--- src/bcfr_rpu_port.sv ---
// Purpose: Package of constants and one region-protection crossbar port checker.
// Assumes: Single sys_clk domain, synchronous active-low rst_n.
// Notes:   Fault numbers index the fault vector driven toward the collector.
package bcfr_pkg;
    localparam int FAULT_W    = 128;          // Width of the numbered fault vector
    localparam int ADDR_W     = 32;           // Bus address width
    localparam int DATA_W     = 32;           // Bus data width
    localparam int CTRL_W     = 8;            // Memory control vector width
    localparam int ID_W       = 4;            // Master identifier width
    localparam int LS_W       = 32;           // Lockstep comparison vector width
    localparam int NREG       = 4;            // Region descriptors
    localparam int NPORT      = 4;            // Crossbar ports: 0, 1, 2, backdoor
    localparam int NFB        = 12;           // Feedback checkers: 3 cores x 4 targets
    localparam int NRMW       = 2;            // Cores with a checked rmw sequencer
    localparam int NCORE      = 3;            // Cores with machine check
    localparam int NMID       = 2;            // Cores with master identity monitors
    // Fault numbers
    localparam int FLT_REFUSE [NPORT] = '{31, 32, 107, 98};
    localparam int FLT_WRONG  [NPORT] = '{29, 30, 108, 99};
    localparam int FLT_FB     [NFB]   = '{33, 34, 35, 36, 37, 38, 39, 40, 41, 42, 43, 44};
    localparam int FLT_RMW    [NRMW]  = '{71, 73};
    localparam int FLT_MCHK   [NCORE] = '{80, 81, 82};
    localparam int FLT_MID_D  [NMID]  = '{116, 95};
    localparam int FLT_MID_I  [NMID]  = '{117, 96};
    localparam int FLT_LS_MISMATCH    = 11;
    localparam int FLT_LS_OFF         = 111;
    // Reset values
    localparam logic [FAULT_W-1:0] FAULT_RST = '0;

    // Rmw sequencer states
    typedef enum logic [1:0] {BCFR_IDLE, BCFR_READ, BCFR_WRITE} bcfr_rmw_e;

    // Access allowed when some region covers the address with the needed right
    function automatic logic bcfr_allowed(
        input logic [ADDR_W-1:0]            addr,
        input logic                         wr,
        input logic [NREG-1:0][ADDR_W-1:0]  lo,
        input logic [NREG-1:0][ADDR_W-1:0]  hi,
        input logic [NREG-1:0]              rd_ok,
        input logic [NREG-1:0]              wr_ok
    );
        logic ok;
        ok = 1'b0;
        for (int i = 0; i < NREG; i++)
        begin
            if (addr >= lo[i] && addr <= hi[i] && (wr ? wr_ok[i] : rd_ok[i]))
            begin
                ok = 1'b1;
            end
        end
        return ok;
    endfunction
endpackage

module bcfr_rpu_port
    import bcfr_pkg::*;
(
    // Clock and reset
    input  wire logic                        sys_clk,
    input  wire logic                        rst_n,
    // Transaction from the crossbar port
    input  wire logic                        req_valid,
    input  wire logic [ADDR_W-1:0]           req_addr,
    input  wire logic                        req_write,
    // Region descriptors
    input  wire logic [NREG-1:0][ADDR_W-1:0] region_lo,
    input  wire logic [NREG-1:0][ADDR_W-1:0] region_hi,
    input  wire logic [NREG-1:0]             region_rd,
    input  wire logic [NREG-1:0]             region_wr,
    // Answer and monitor events
    output logic                             resp_valid_q,
    output logic                             resp_err_q,
    output logic                             wrong_q
);
    logic              chk_valid_q;   // Monitor's own copy of the request
    logic [ADDR_W-1:0] chk_addr_q;
    logic              chk_write_q;

    // Decision path: answer one cycle after the request
    always_ff @(posedge sys_clk)
    begin
        if (!rst_n)
        begin
            resp_valid_q <= 1'b0;
            resp_err_q   <= 1'b0;
        end
        else
        begin
            resp_valid_q <= req_valid;
            resp_err_q   <= req_valid &&
                !bcfr_allowed(req_addr, req_write, region_lo, region_hi, region_rd, region_wr);
        end
    end

    // Monitor keeps an independent request copy so one upset flop is caught
    always_ff @(posedge sys_clk)
    begin
        if (!rst_n)
        begin
            chk_valid_q <= 1'b0;
            chk_addr_q  <= '0;
            chk_write_q <= 1'b0;
        end
        else
        begin
            chk_valid_q <= req_valid;
            chk_addr_q  <= req_addr;
            chk_write_q <= req_write;
        end
    end

    // Wrong grant or wrong refusal, flagged a cycle after the answer
    always_ff @(posedge sys_clk)
    begin
        if (!rst_n)
        begin
            wrong_q <= 1'b0;
        end
        else
        begin
            wrong_q <= (resp_valid_q != chk_valid_q) || (chk_valid_q && (resp_err_q ==
                bcfr_allowed(chk_addr_q, chk_write_q, region_lo, region_hi, region_rd, region_wr)));
        end
    end
endmodule

--- src/bcfr_top.sv ---
// Purpose: Bus and core fault reporting toward the fault collection unit.
// Assumes: All inputs come from logic on sys_clk; no synchronisers needed.
// Notes:   Fault bits are sticky and clear only on reset.
module bcfr_top
    import bcfr_pkg::*;
#(
    parameter logic [ID_W-1:0] CORE_ID [NMID] = '{4'h0, 4'h1}  // Expected master ids
)
(
    // Clock and reset
    input  wire logic                        sys_clk,
    input  wire logic                        rst_n,
    // Crossbar port transactions
    input  wire logic [NPORT-1:0]            xp_valid,
    input  wire logic [ADDR_W-1:0]           xp_addr [NPORT],
    input  wire logic [NPORT-1:0]            xp_write,
    output logic      [NPORT-1:0]            xp_resp_valid,
    output logic      [NPORT-1:0]            xp_resp_err,
    // Region descriptors
    input  wire logic [NREG-1:0][ADDR_W-1:0] region_lo,
    input  wire logic [NREG-1:0][ADDR_W-1:0] region_hi,
    input  wire logic [NREG-1:0]             region_rd,
    input  wire logic [NREG-1:0]             region_wr,
    // Memory control feedback, index core*4 + target (imem, dmem, icache, dcache)
    input  wire logic [NFB-1:0]              fb_valid,
    input  wire logic [CTRL_W-1:0]           fb_sent [NFB],
    input  wire logic [CTRL_W-1:0]           fb_back [NFB],
    // Rmw requests from cores 0 and 1
    input  wire logic [NRMW-1:0]             rmw_req,
    input  wire logic [ADDR_W-1:0]           rmw_addr [NRMW],
    input  wire logic [DATA_W-1:0]           rmw_wdata [NRMW],
    input  wire logic [DATA_W-1:0]           rmw_wmask [NRMW],
    output logic      [NRMW-1:0]             rmw_done,
    // Rmw slave side
    output logic      [NRMW-1:0]             slv_rd,
    output logic      [NRMW-1:0]             slv_wr,
    output logic      [NRMW-1:0]             slv_lock,
    output logic      [ADDR_W-1:0]           slv_addr [NRMW],
    output logic      [DATA_W-1:0]           slv_wdata [NRMW],
    input  wire logic [NRMW-1:0]             slv_ack,
    input  wire logic [DATA_W-1:0]           slv_rdata [NRMW],
    // Core status
    input  wire logic [NCORE-1:0]            mchk,
    input  wire logic [NMID-1:0]             dbus_valid,
    input  wire logic [ID_W-1:0]             dbus_id [NMID],
    input  wire logic [NMID-1:0]             ibus_valid,
    input  wire logic [ID_W-1:0]             ibus_id [NMID],
    // Lockstep pair of the safety core
    input  wire logic [LS_W-1:0]             ls_main,
    input  wire logic [LS_W-1:0]             ls_replica,
    input  wire logic                        ls_enable,
    // Fault collection unit side
    input  wire logic [FAULT_W-1:0]          fake_fault,
    output logic      [FAULT_W-1:0]          fault_q
);
    logic [NPORT-1:0]   wrong;              // Decision monitor events
    logic [FAULT_W-1:0] event_vec;          // Faults seen this cycle
    logic [FAULT_W-1:0] inject_mask;        // Lines the fake path may force
    logic [FAULT_W-1:0] fault_d;
    bcfr_rmw_e          st_q  [NRMW];       // Rmw state
    bcfr_rmw_e          dup_q [NRMW];       // Shadow copy for control checking
    bcfr_rmw_e          st_d  [NRMW];
    logic [DATA_W-1:0]  wdata_q [NRMW];     // Request data held through sequence
    logic [DATA_W-1:0]  wmask_q [NRMW];
    logic [NRMW-1:0]    rmw_err;

    // One checker per crossbar port
    for (genvar p = 0; p < NPORT; p++)
    begin : g_port
        bcfr_rpu_port u_port (
            .sys_clk      (sys_clk),
            .rst_n        (rst_n),
            .req_valid    (xp_valid[p]),
            .req_addr     (xp_addr[p]),
            .req_write    (xp_write[p]),
            .region_lo    (region_lo),
            .region_hi    (region_hi),
            .region_rd    (region_rd),
            .region_wr    (region_wr),
            .resp_valid_q (xp_resp_valid[p]),
            .resp_err_q   (xp_resp_err[p]),
            .wrong_q      (wrong[p])
        );
    end

    // Rmw sequencers for cores 0 and 1
    for (genvar c = 0; c < NRMW; c++)
    begin : g_rmw
        // Next state: write issued the cycle after the read is acknowledged
        always_comb
        begin
            st_d[c] = st_q[c];
            case (st_q[c])
                BCFR_IDLE:  if (rmw_req[c]) st_d[c] = BCFR_READ;
                BCFR_READ:  if (slv_ack[c]) st_d[c] = BCFR_WRITE;
                BCFR_WRITE: if (slv_ack[c]) st_d[c] = BCFR_IDLE;
                default:    st_d[c] = BCFR_IDLE;
            endcase
        end

        // State and its shadow load the same next value
        always_ff @(posedge sys_clk)
        begin
            if (!rst_n)
            begin
                st_q[c]  <= BCFR_IDLE;
                dup_q[c] <= BCFR_IDLE;
            end
            else
            begin
                st_q[c]  <= st_d[c];
                dup_q[c] <= st_d[c];
            end
        end

        // Capture request, then merge read data under the mask
        always_ff @(posedge sys_clk)
        begin
            if (!rst_n)
            begin
                slv_addr[c]  <= '0;
                wdata_q[c]   <= '0;
                wmask_q[c]   <= '0;
                slv_wdata[c] <= '0;
            end
            else if (st_q[c] == BCFR_IDLE && rmw_req[c])
            begin
                slv_addr[c] <= rmw_addr[c];
                wdata_q[c]  <= rmw_wdata[c];
                wmask_q[c]  <= rmw_wmask[c];
            end
            else if (st_q[c] == BCFR_READ && slv_ack[c])
            begin
                slv_wdata[c] <= (slv_rdata[c] & ~wmask_q[c]) | (wdata_q[c] & wmask_q[c]);
            end
        end

        // Strobes; lock covers read and write so the slave stays ours
        assign slv_rd[c]   = (st_q[c] == BCFR_READ);
        assign slv_wr[c]   = (st_q[c] == BCFR_WRITE);
        assign slv_lock[c] = (st_q[c] != BCFR_IDLE);
        assign rmw_done[c] = (st_q[c] == BCFR_WRITE) && slv_ack[c];
        // Control error: shadow disagrees or state leaves the legal set
        assign rmw_err[c]  = (st_q[c] != dup_q[c]) || (st_q[c] == bcfr_rmw_e'(2'h3));
    end

    // Gather this cycle's events by fault number
    always_comb
    begin
        event_vec = '0;
        for (int p = 0; p < NPORT; p++)
        begin
            event_vec[FLT_REFUSE[p]] = xp_resp_valid[p] && xp_resp_err[p];
            event_vec[FLT_WRONG[p]]  = wrong[p];
        end
        // Feedback mismatch per core and target
        for (int f = 0; f < NFB; f++)
        begin
            event_vec[FLT_FB[f]] = fb_valid[f] && (fb_sent[f] != fb_back[f]);
        end
        for (int c = 0; c < NRMW; c++)
        begin
            event_vec[FLT_RMW[c]] = rmw_err[c];
        end
        for (int c = 0; c < NCORE; c++)
        begin
            event_vec[FLT_MCHK[c]] = mchk[c];
        end
        for (int c = 0; c < NMID; c++)
        begin
            event_vec[FLT_MID_D[c]] = dbus_valid[c] && dbus_id[c] != CORE_ID[c];
            event_vec[FLT_MID_I[c]] = ibus_valid[c] && ibus_id[c] != CORE_ID[c];
        end
        // Replica compared only while lockstep runs
        event_vec[FLT_LS_MISMATCH] = ls_enable && (ls_main != ls_replica);
        event_vec[FLT_LS_OFF]      = !ls_enable;
    end

    // Injectable lines; monitor, refusal, rmw and machine check errors have no fake path
    always_comb
    begin
        inject_mask = '0;
        for (int f = 0; f < NFB; f++)
        begin
            inject_mask[FLT_FB[f]] = 1'b1;
        end
        for (int c = 0; c < NMID; c++)
        begin
            inject_mask[FLT_MID_D[c]] = 1'b1;
            inject_mask[FLT_MID_I[c]] = 1'b1;
        end
        inject_mask[FLT_LS_MISMATCH] = 1'b1;
        inject_mask[FLT_LS_OFF]      = 1'b1;
        fault_d = fault_q | event_vec | (fake_fault & inject_mask);
    end

    // Sticky registered faults, glitch free toward the collector
    always_ff @(posedge sys_clk)
    begin
        if (!rst_n)
        begin
            fault_q <= FAULT_RST;
        end
        else
        begin
            fault_q <= fault_d;
        end
    end
endmodule

--- config.mk ---
export PLATFORM = sky130hd
export DESIGN_NAME = bcfr_top
export DESIGN_NICKNAME = d
export VERILOG_FILES = /design/src/bcfr_rpu_port.sv /design/src/bcfr_top.sv
export SDC_FILE = /design/constraint.sdc
export NUM_CORES = 2
export LEC_CHECK = 0
export ABC_AREA = 1
export BUFFER_PORTS_ARGS = -buffer_cell sky130_fd_sc_hd__buf_2
export CAP_MARGIN = 10
export CORE_AREA = 2 2 525 527
export CTS_CLUSTER_SIZE = 12
export DETAILED_ROUTE_END_ITERATION = 8
export DIE_AREA = 0 0 527 529
export PLACE_DENSITY = 0.4
export RECOVER_POWER = 100
export SLEW_MARGIN = 20
export SYNTH_ARGS = -nofsm -noshare
export SYNTH_HDL_FRONTEND = slang
export SYNTH_SLANG_ARGS = --single-unit
--- constraint.sdc ---
create_clock -name sys_clk -period 8.9 [get_ports sys_clk]
set_input_delay 1.335 -clock sys_clk [delete_from_list [all_inputs] [get_ports sys_clk]]
set_output_delay 1.335 -clock sys_clk [all_outputs]
set_load 0.1 [all_outputs]
==> results.py <==
metrics = {
    "status": {
        "status": "finished with violations",
        "violations": "max-capacitance violations, max-slew violations",
    },
    "floorplanning": {
        "die-area_um2": 279000,
        "io_pins": 1354,
        "die_h_um": 529,
        "start_util_pct": 23.9,
        "die_w_um": 527,
        "core_um2": 273000,
        "rows": 192,
    },
    "worst_setup_path": {
        "worstSetupPathType": "in -> reg",
        "rr_worst_depth": 4,
        "required_ns": 9.48,
        "end_kind": "flip-flop",
        "crit_start": "rst_n",
        "r2r-start": "st_q[0][0]",
        "start_kind": "input pin",
        "path_max_fanout": 50,
        "cp.arrival_ns": 6.76,
    },
    "global_route": {
        "grt_pass1_wl_um": 507000,
        "antenna_found_initial": 76,
        "grt_max_degree": 65,
        "grt.overflow.total": 0,
        "grt_pass1_vias": 64700,
        "grtUsageTotal_pct": 26.1,
    },
    "sta": {
        "fmax_mhz": 162,
        "maxSlewViolCount": 245,
        "relSlewSlack_pct": -135,
        "finalSetupTns_ns": 0,
        "hold_viol_final": 0,
        "rsz0062_at_grt": "no",
        "min_period_ns": 6.18,
        "post-route-period-util_pct": 69.5,
        "finalSetupViolCount": 0,
        "skew_ns": 0.0310,
        "tightest_slew_ns": 3.53,
    },
    "synth": {
        "synth.distinct_cells": 54,
        "synth_ff_type": "dfxtp_1",
        "yosysSeqAreaShare_pct": 15.3,
        "avgSynthCellArea_um2": 7.34,
        "syn-instance-count": 8892,
        "synth-seq-cells": 435,
        "yosys_warnings": 0,
        "synth_edf_count": 128,
        "async_reset_ff_share_pct": 0,
        "mappedNetlistArea_um2": 65300,
    },
    "layout": {
        "drive_above_1_share_pct": 13.0,
        "n_fill_cell": 29900,
        "areaGrowthSynthToFinish_pct": 18.6,
        "nets": 13200,
        "fin_cells": 13800,
    },
    "clocking": {
        "cts_setup_buffers": 0,
        "cts-buffers-inserted": 70,
        "cts-root-buf": "clkbuf_16",
        "cts.sinks": 435,
        "htreeDepth": 3,
        "cts-hold-fix-buffers": 0,
        "cts_tree": "yes",
        "cts.clk_slew.worst_paths_ns": 0.06,
        "cts_resized": 0,
        "clk_latency_ns": 0.72,
        "cts_buffer_depth": 3,
    },
    "placed_design": {
        "io_buffers": 1146,
        "routabilityCongestion": 0.962,
        "hpwl_um": 313000,
        "placed_cells": 13600,
    },
    "detailed_routing": {
        "first_iter_violations": 6111,
        "drt-vias-per-instance": 5.03,
        "vias": 69200,
        "drc": 0,
        "ant_nets": 0,
        "routedWlPerCell_um": 27.7,
        "routed_wl_um": 382000,
        "dr.pass1.iters": 6,
    },
    "power": {
        "power.density_nw_per_um2": 118,
        "leakage_nw": 41.9,
        "irDropWorstVdd_v": 0.000121,
    },
    "hold_path": {
        "hold_start": "g_port[0].u_port.wrong_q",
        "whs_path_depth": 2,
        "hold_path_class": "reg -> reg",
    },
    "job": {
        "cap_violations": 19,
    },
}
-- where the power goes --
| group | total (mW) | internal (mW) | switching [mW] |
|---|---|---|---|
| Combinational | 3.84 | 1.12 | 2.72 |
| Sequential | 2.37 | 2.18 | 0.187 |
| Clock | 2.96 | 1.70 | 1.25 |
-- critical path, cell delays in order --
cell and delay, ns:
clkbuf_1 2.15, nand3_4 0.97, clkbuf_1 1.39, o21ai_0 0.65
-- worst paths after layout --
kind,end,slack [ns]
worst max-delay path,slv_addr[55],2.72
worst max register to register,slv_addr[55],4.89
worst min-delay path,fault_q[29],0.45
worst min register to register,fault_q[29],0.45
-- sequential cells by signal (all words and copies together), names as in the netlist --
name	cells
slv_wdata	64
g_port.u_port.chk_valid_q	1
g_port.u_port.resp_err_q	4
g_port.u_port.chk_write_q	4
g_port.u_port.wrong_q	4
wmask_q	64
wdata_q	64
st_q	4
fault_q	31
g_port.u_port.resp_valid_q	3
g_port.u_port.chk_addr_q	128
slv_addr	64
-- per-stage QoR --
step	setup slack [ns]	util, %	total power [mW]	instance area, um^2	hold slack, ns
after floorplan	3.92	-	4.68	65600	0.416
after global placement	3.96	27.5	6.06	75200	0.440
after detailed placement	3.96	27.6	6.19	75200	0.449
after CTS	4.67	28.4	9.22	77600	0.461
after global routing	2.40	28.3	9.69	77400	0.484
final	2.72	28.4	9.16	77400	0.452
-- synth_stat cells (all sizes together) (4+ instances only) --
cell / count / area (um^2)
nor2: 674 / 2620
o211ai: 48 / 360
dfxtp: 307 / 6150
nand3b: 5 / 37.5
ha: 2048 / 25600
a21oi: 1060 / 5310
o31a: 5 / 43.8
edfxtp: 128 / 3840
a211oi: 27 / 203
nand2: 1960 / 7380
nand3: 267 / 1360
a21o: 33 / 248
nor3: 96 / 536
buf: 132 / 920
a31oi: 6 / 37.5
o31ai: 12 / 90.1
o21bai: 14 / 105
o41ai: 7 / 61.3
or2: 31 / 194
a2111o: 4 / 45.0
clkbuf: 60 / 225
o221ai: 8 / 70.1
o21a: 88 / 661
and3: 7 / 43.8
inv: 1101 / 4130
a2111oi: 4 / 35.0
mux2: 64 / 721
xnor2: 61 / 534
o21ai: 391 / 1960
nor4: 46 / 447
nand4: 179 / 1140
-- layout make-up --
type / instances / area (um^2) / area share [%]
Multi-Input combinational cell: 7259 / 50500 / 65.2
Antenna cell: 46 / 115 / 0.149
Tap cell: 3589 / 4490 / 5.80
Clock inverter: 33 / 448 / 0.578
Inverter: 1102 / 4140 / 5.34
Timing Repair Buffer: 1193 / 5860 / 7.57
Sequential cell: 435 / 9990 / 12.9
Clock buffer: 94 / 1910 / 2.47
-- cells by family (layout without fill, tap and decap cells) --
logic type	count (synthesis)	after routing	synth area share (%)
flops	435	435	15.3
compound gates	1721	1721	14.3
mux	64	64	1.10
fa+ha+maj	2048	2048	39.3
other cells	1	143	0.00574
simple gates	3268	3268	21.1
buf+inv	1294	2422	8.09
xor+xnor	61	61	0.818
-- cell usage in the layout (no fill, tap or decap), types with 48 or more instances in the layout --
master and count:
mux2_2 64, clkbuf_16 70, edfxtp_1 128, o21a_1 88, buf_2 970, o21ai_0 387
nor3_1 82, xnor2_1 61, nand2_1 1948, inv_1 1100, a21oi_1 1060, conb_1 97
nand4_1 176, nand3_1 261, clkbuf_1 196, dfxtp_1 307, o211ai_1 48, nor2_1 641
ha_1 2048
-- layer usage --
layer	vias to the layer above	track usage (%)	wire length [um]
met3	511	3.92	28800
met5	-	0	81
met1	32900	36.8	176000
li1	32900	-	-
met4	12	10.1	16500
met2	2932	39.5	160000
No activity file was read; power rests on OpenSTA's default activity.
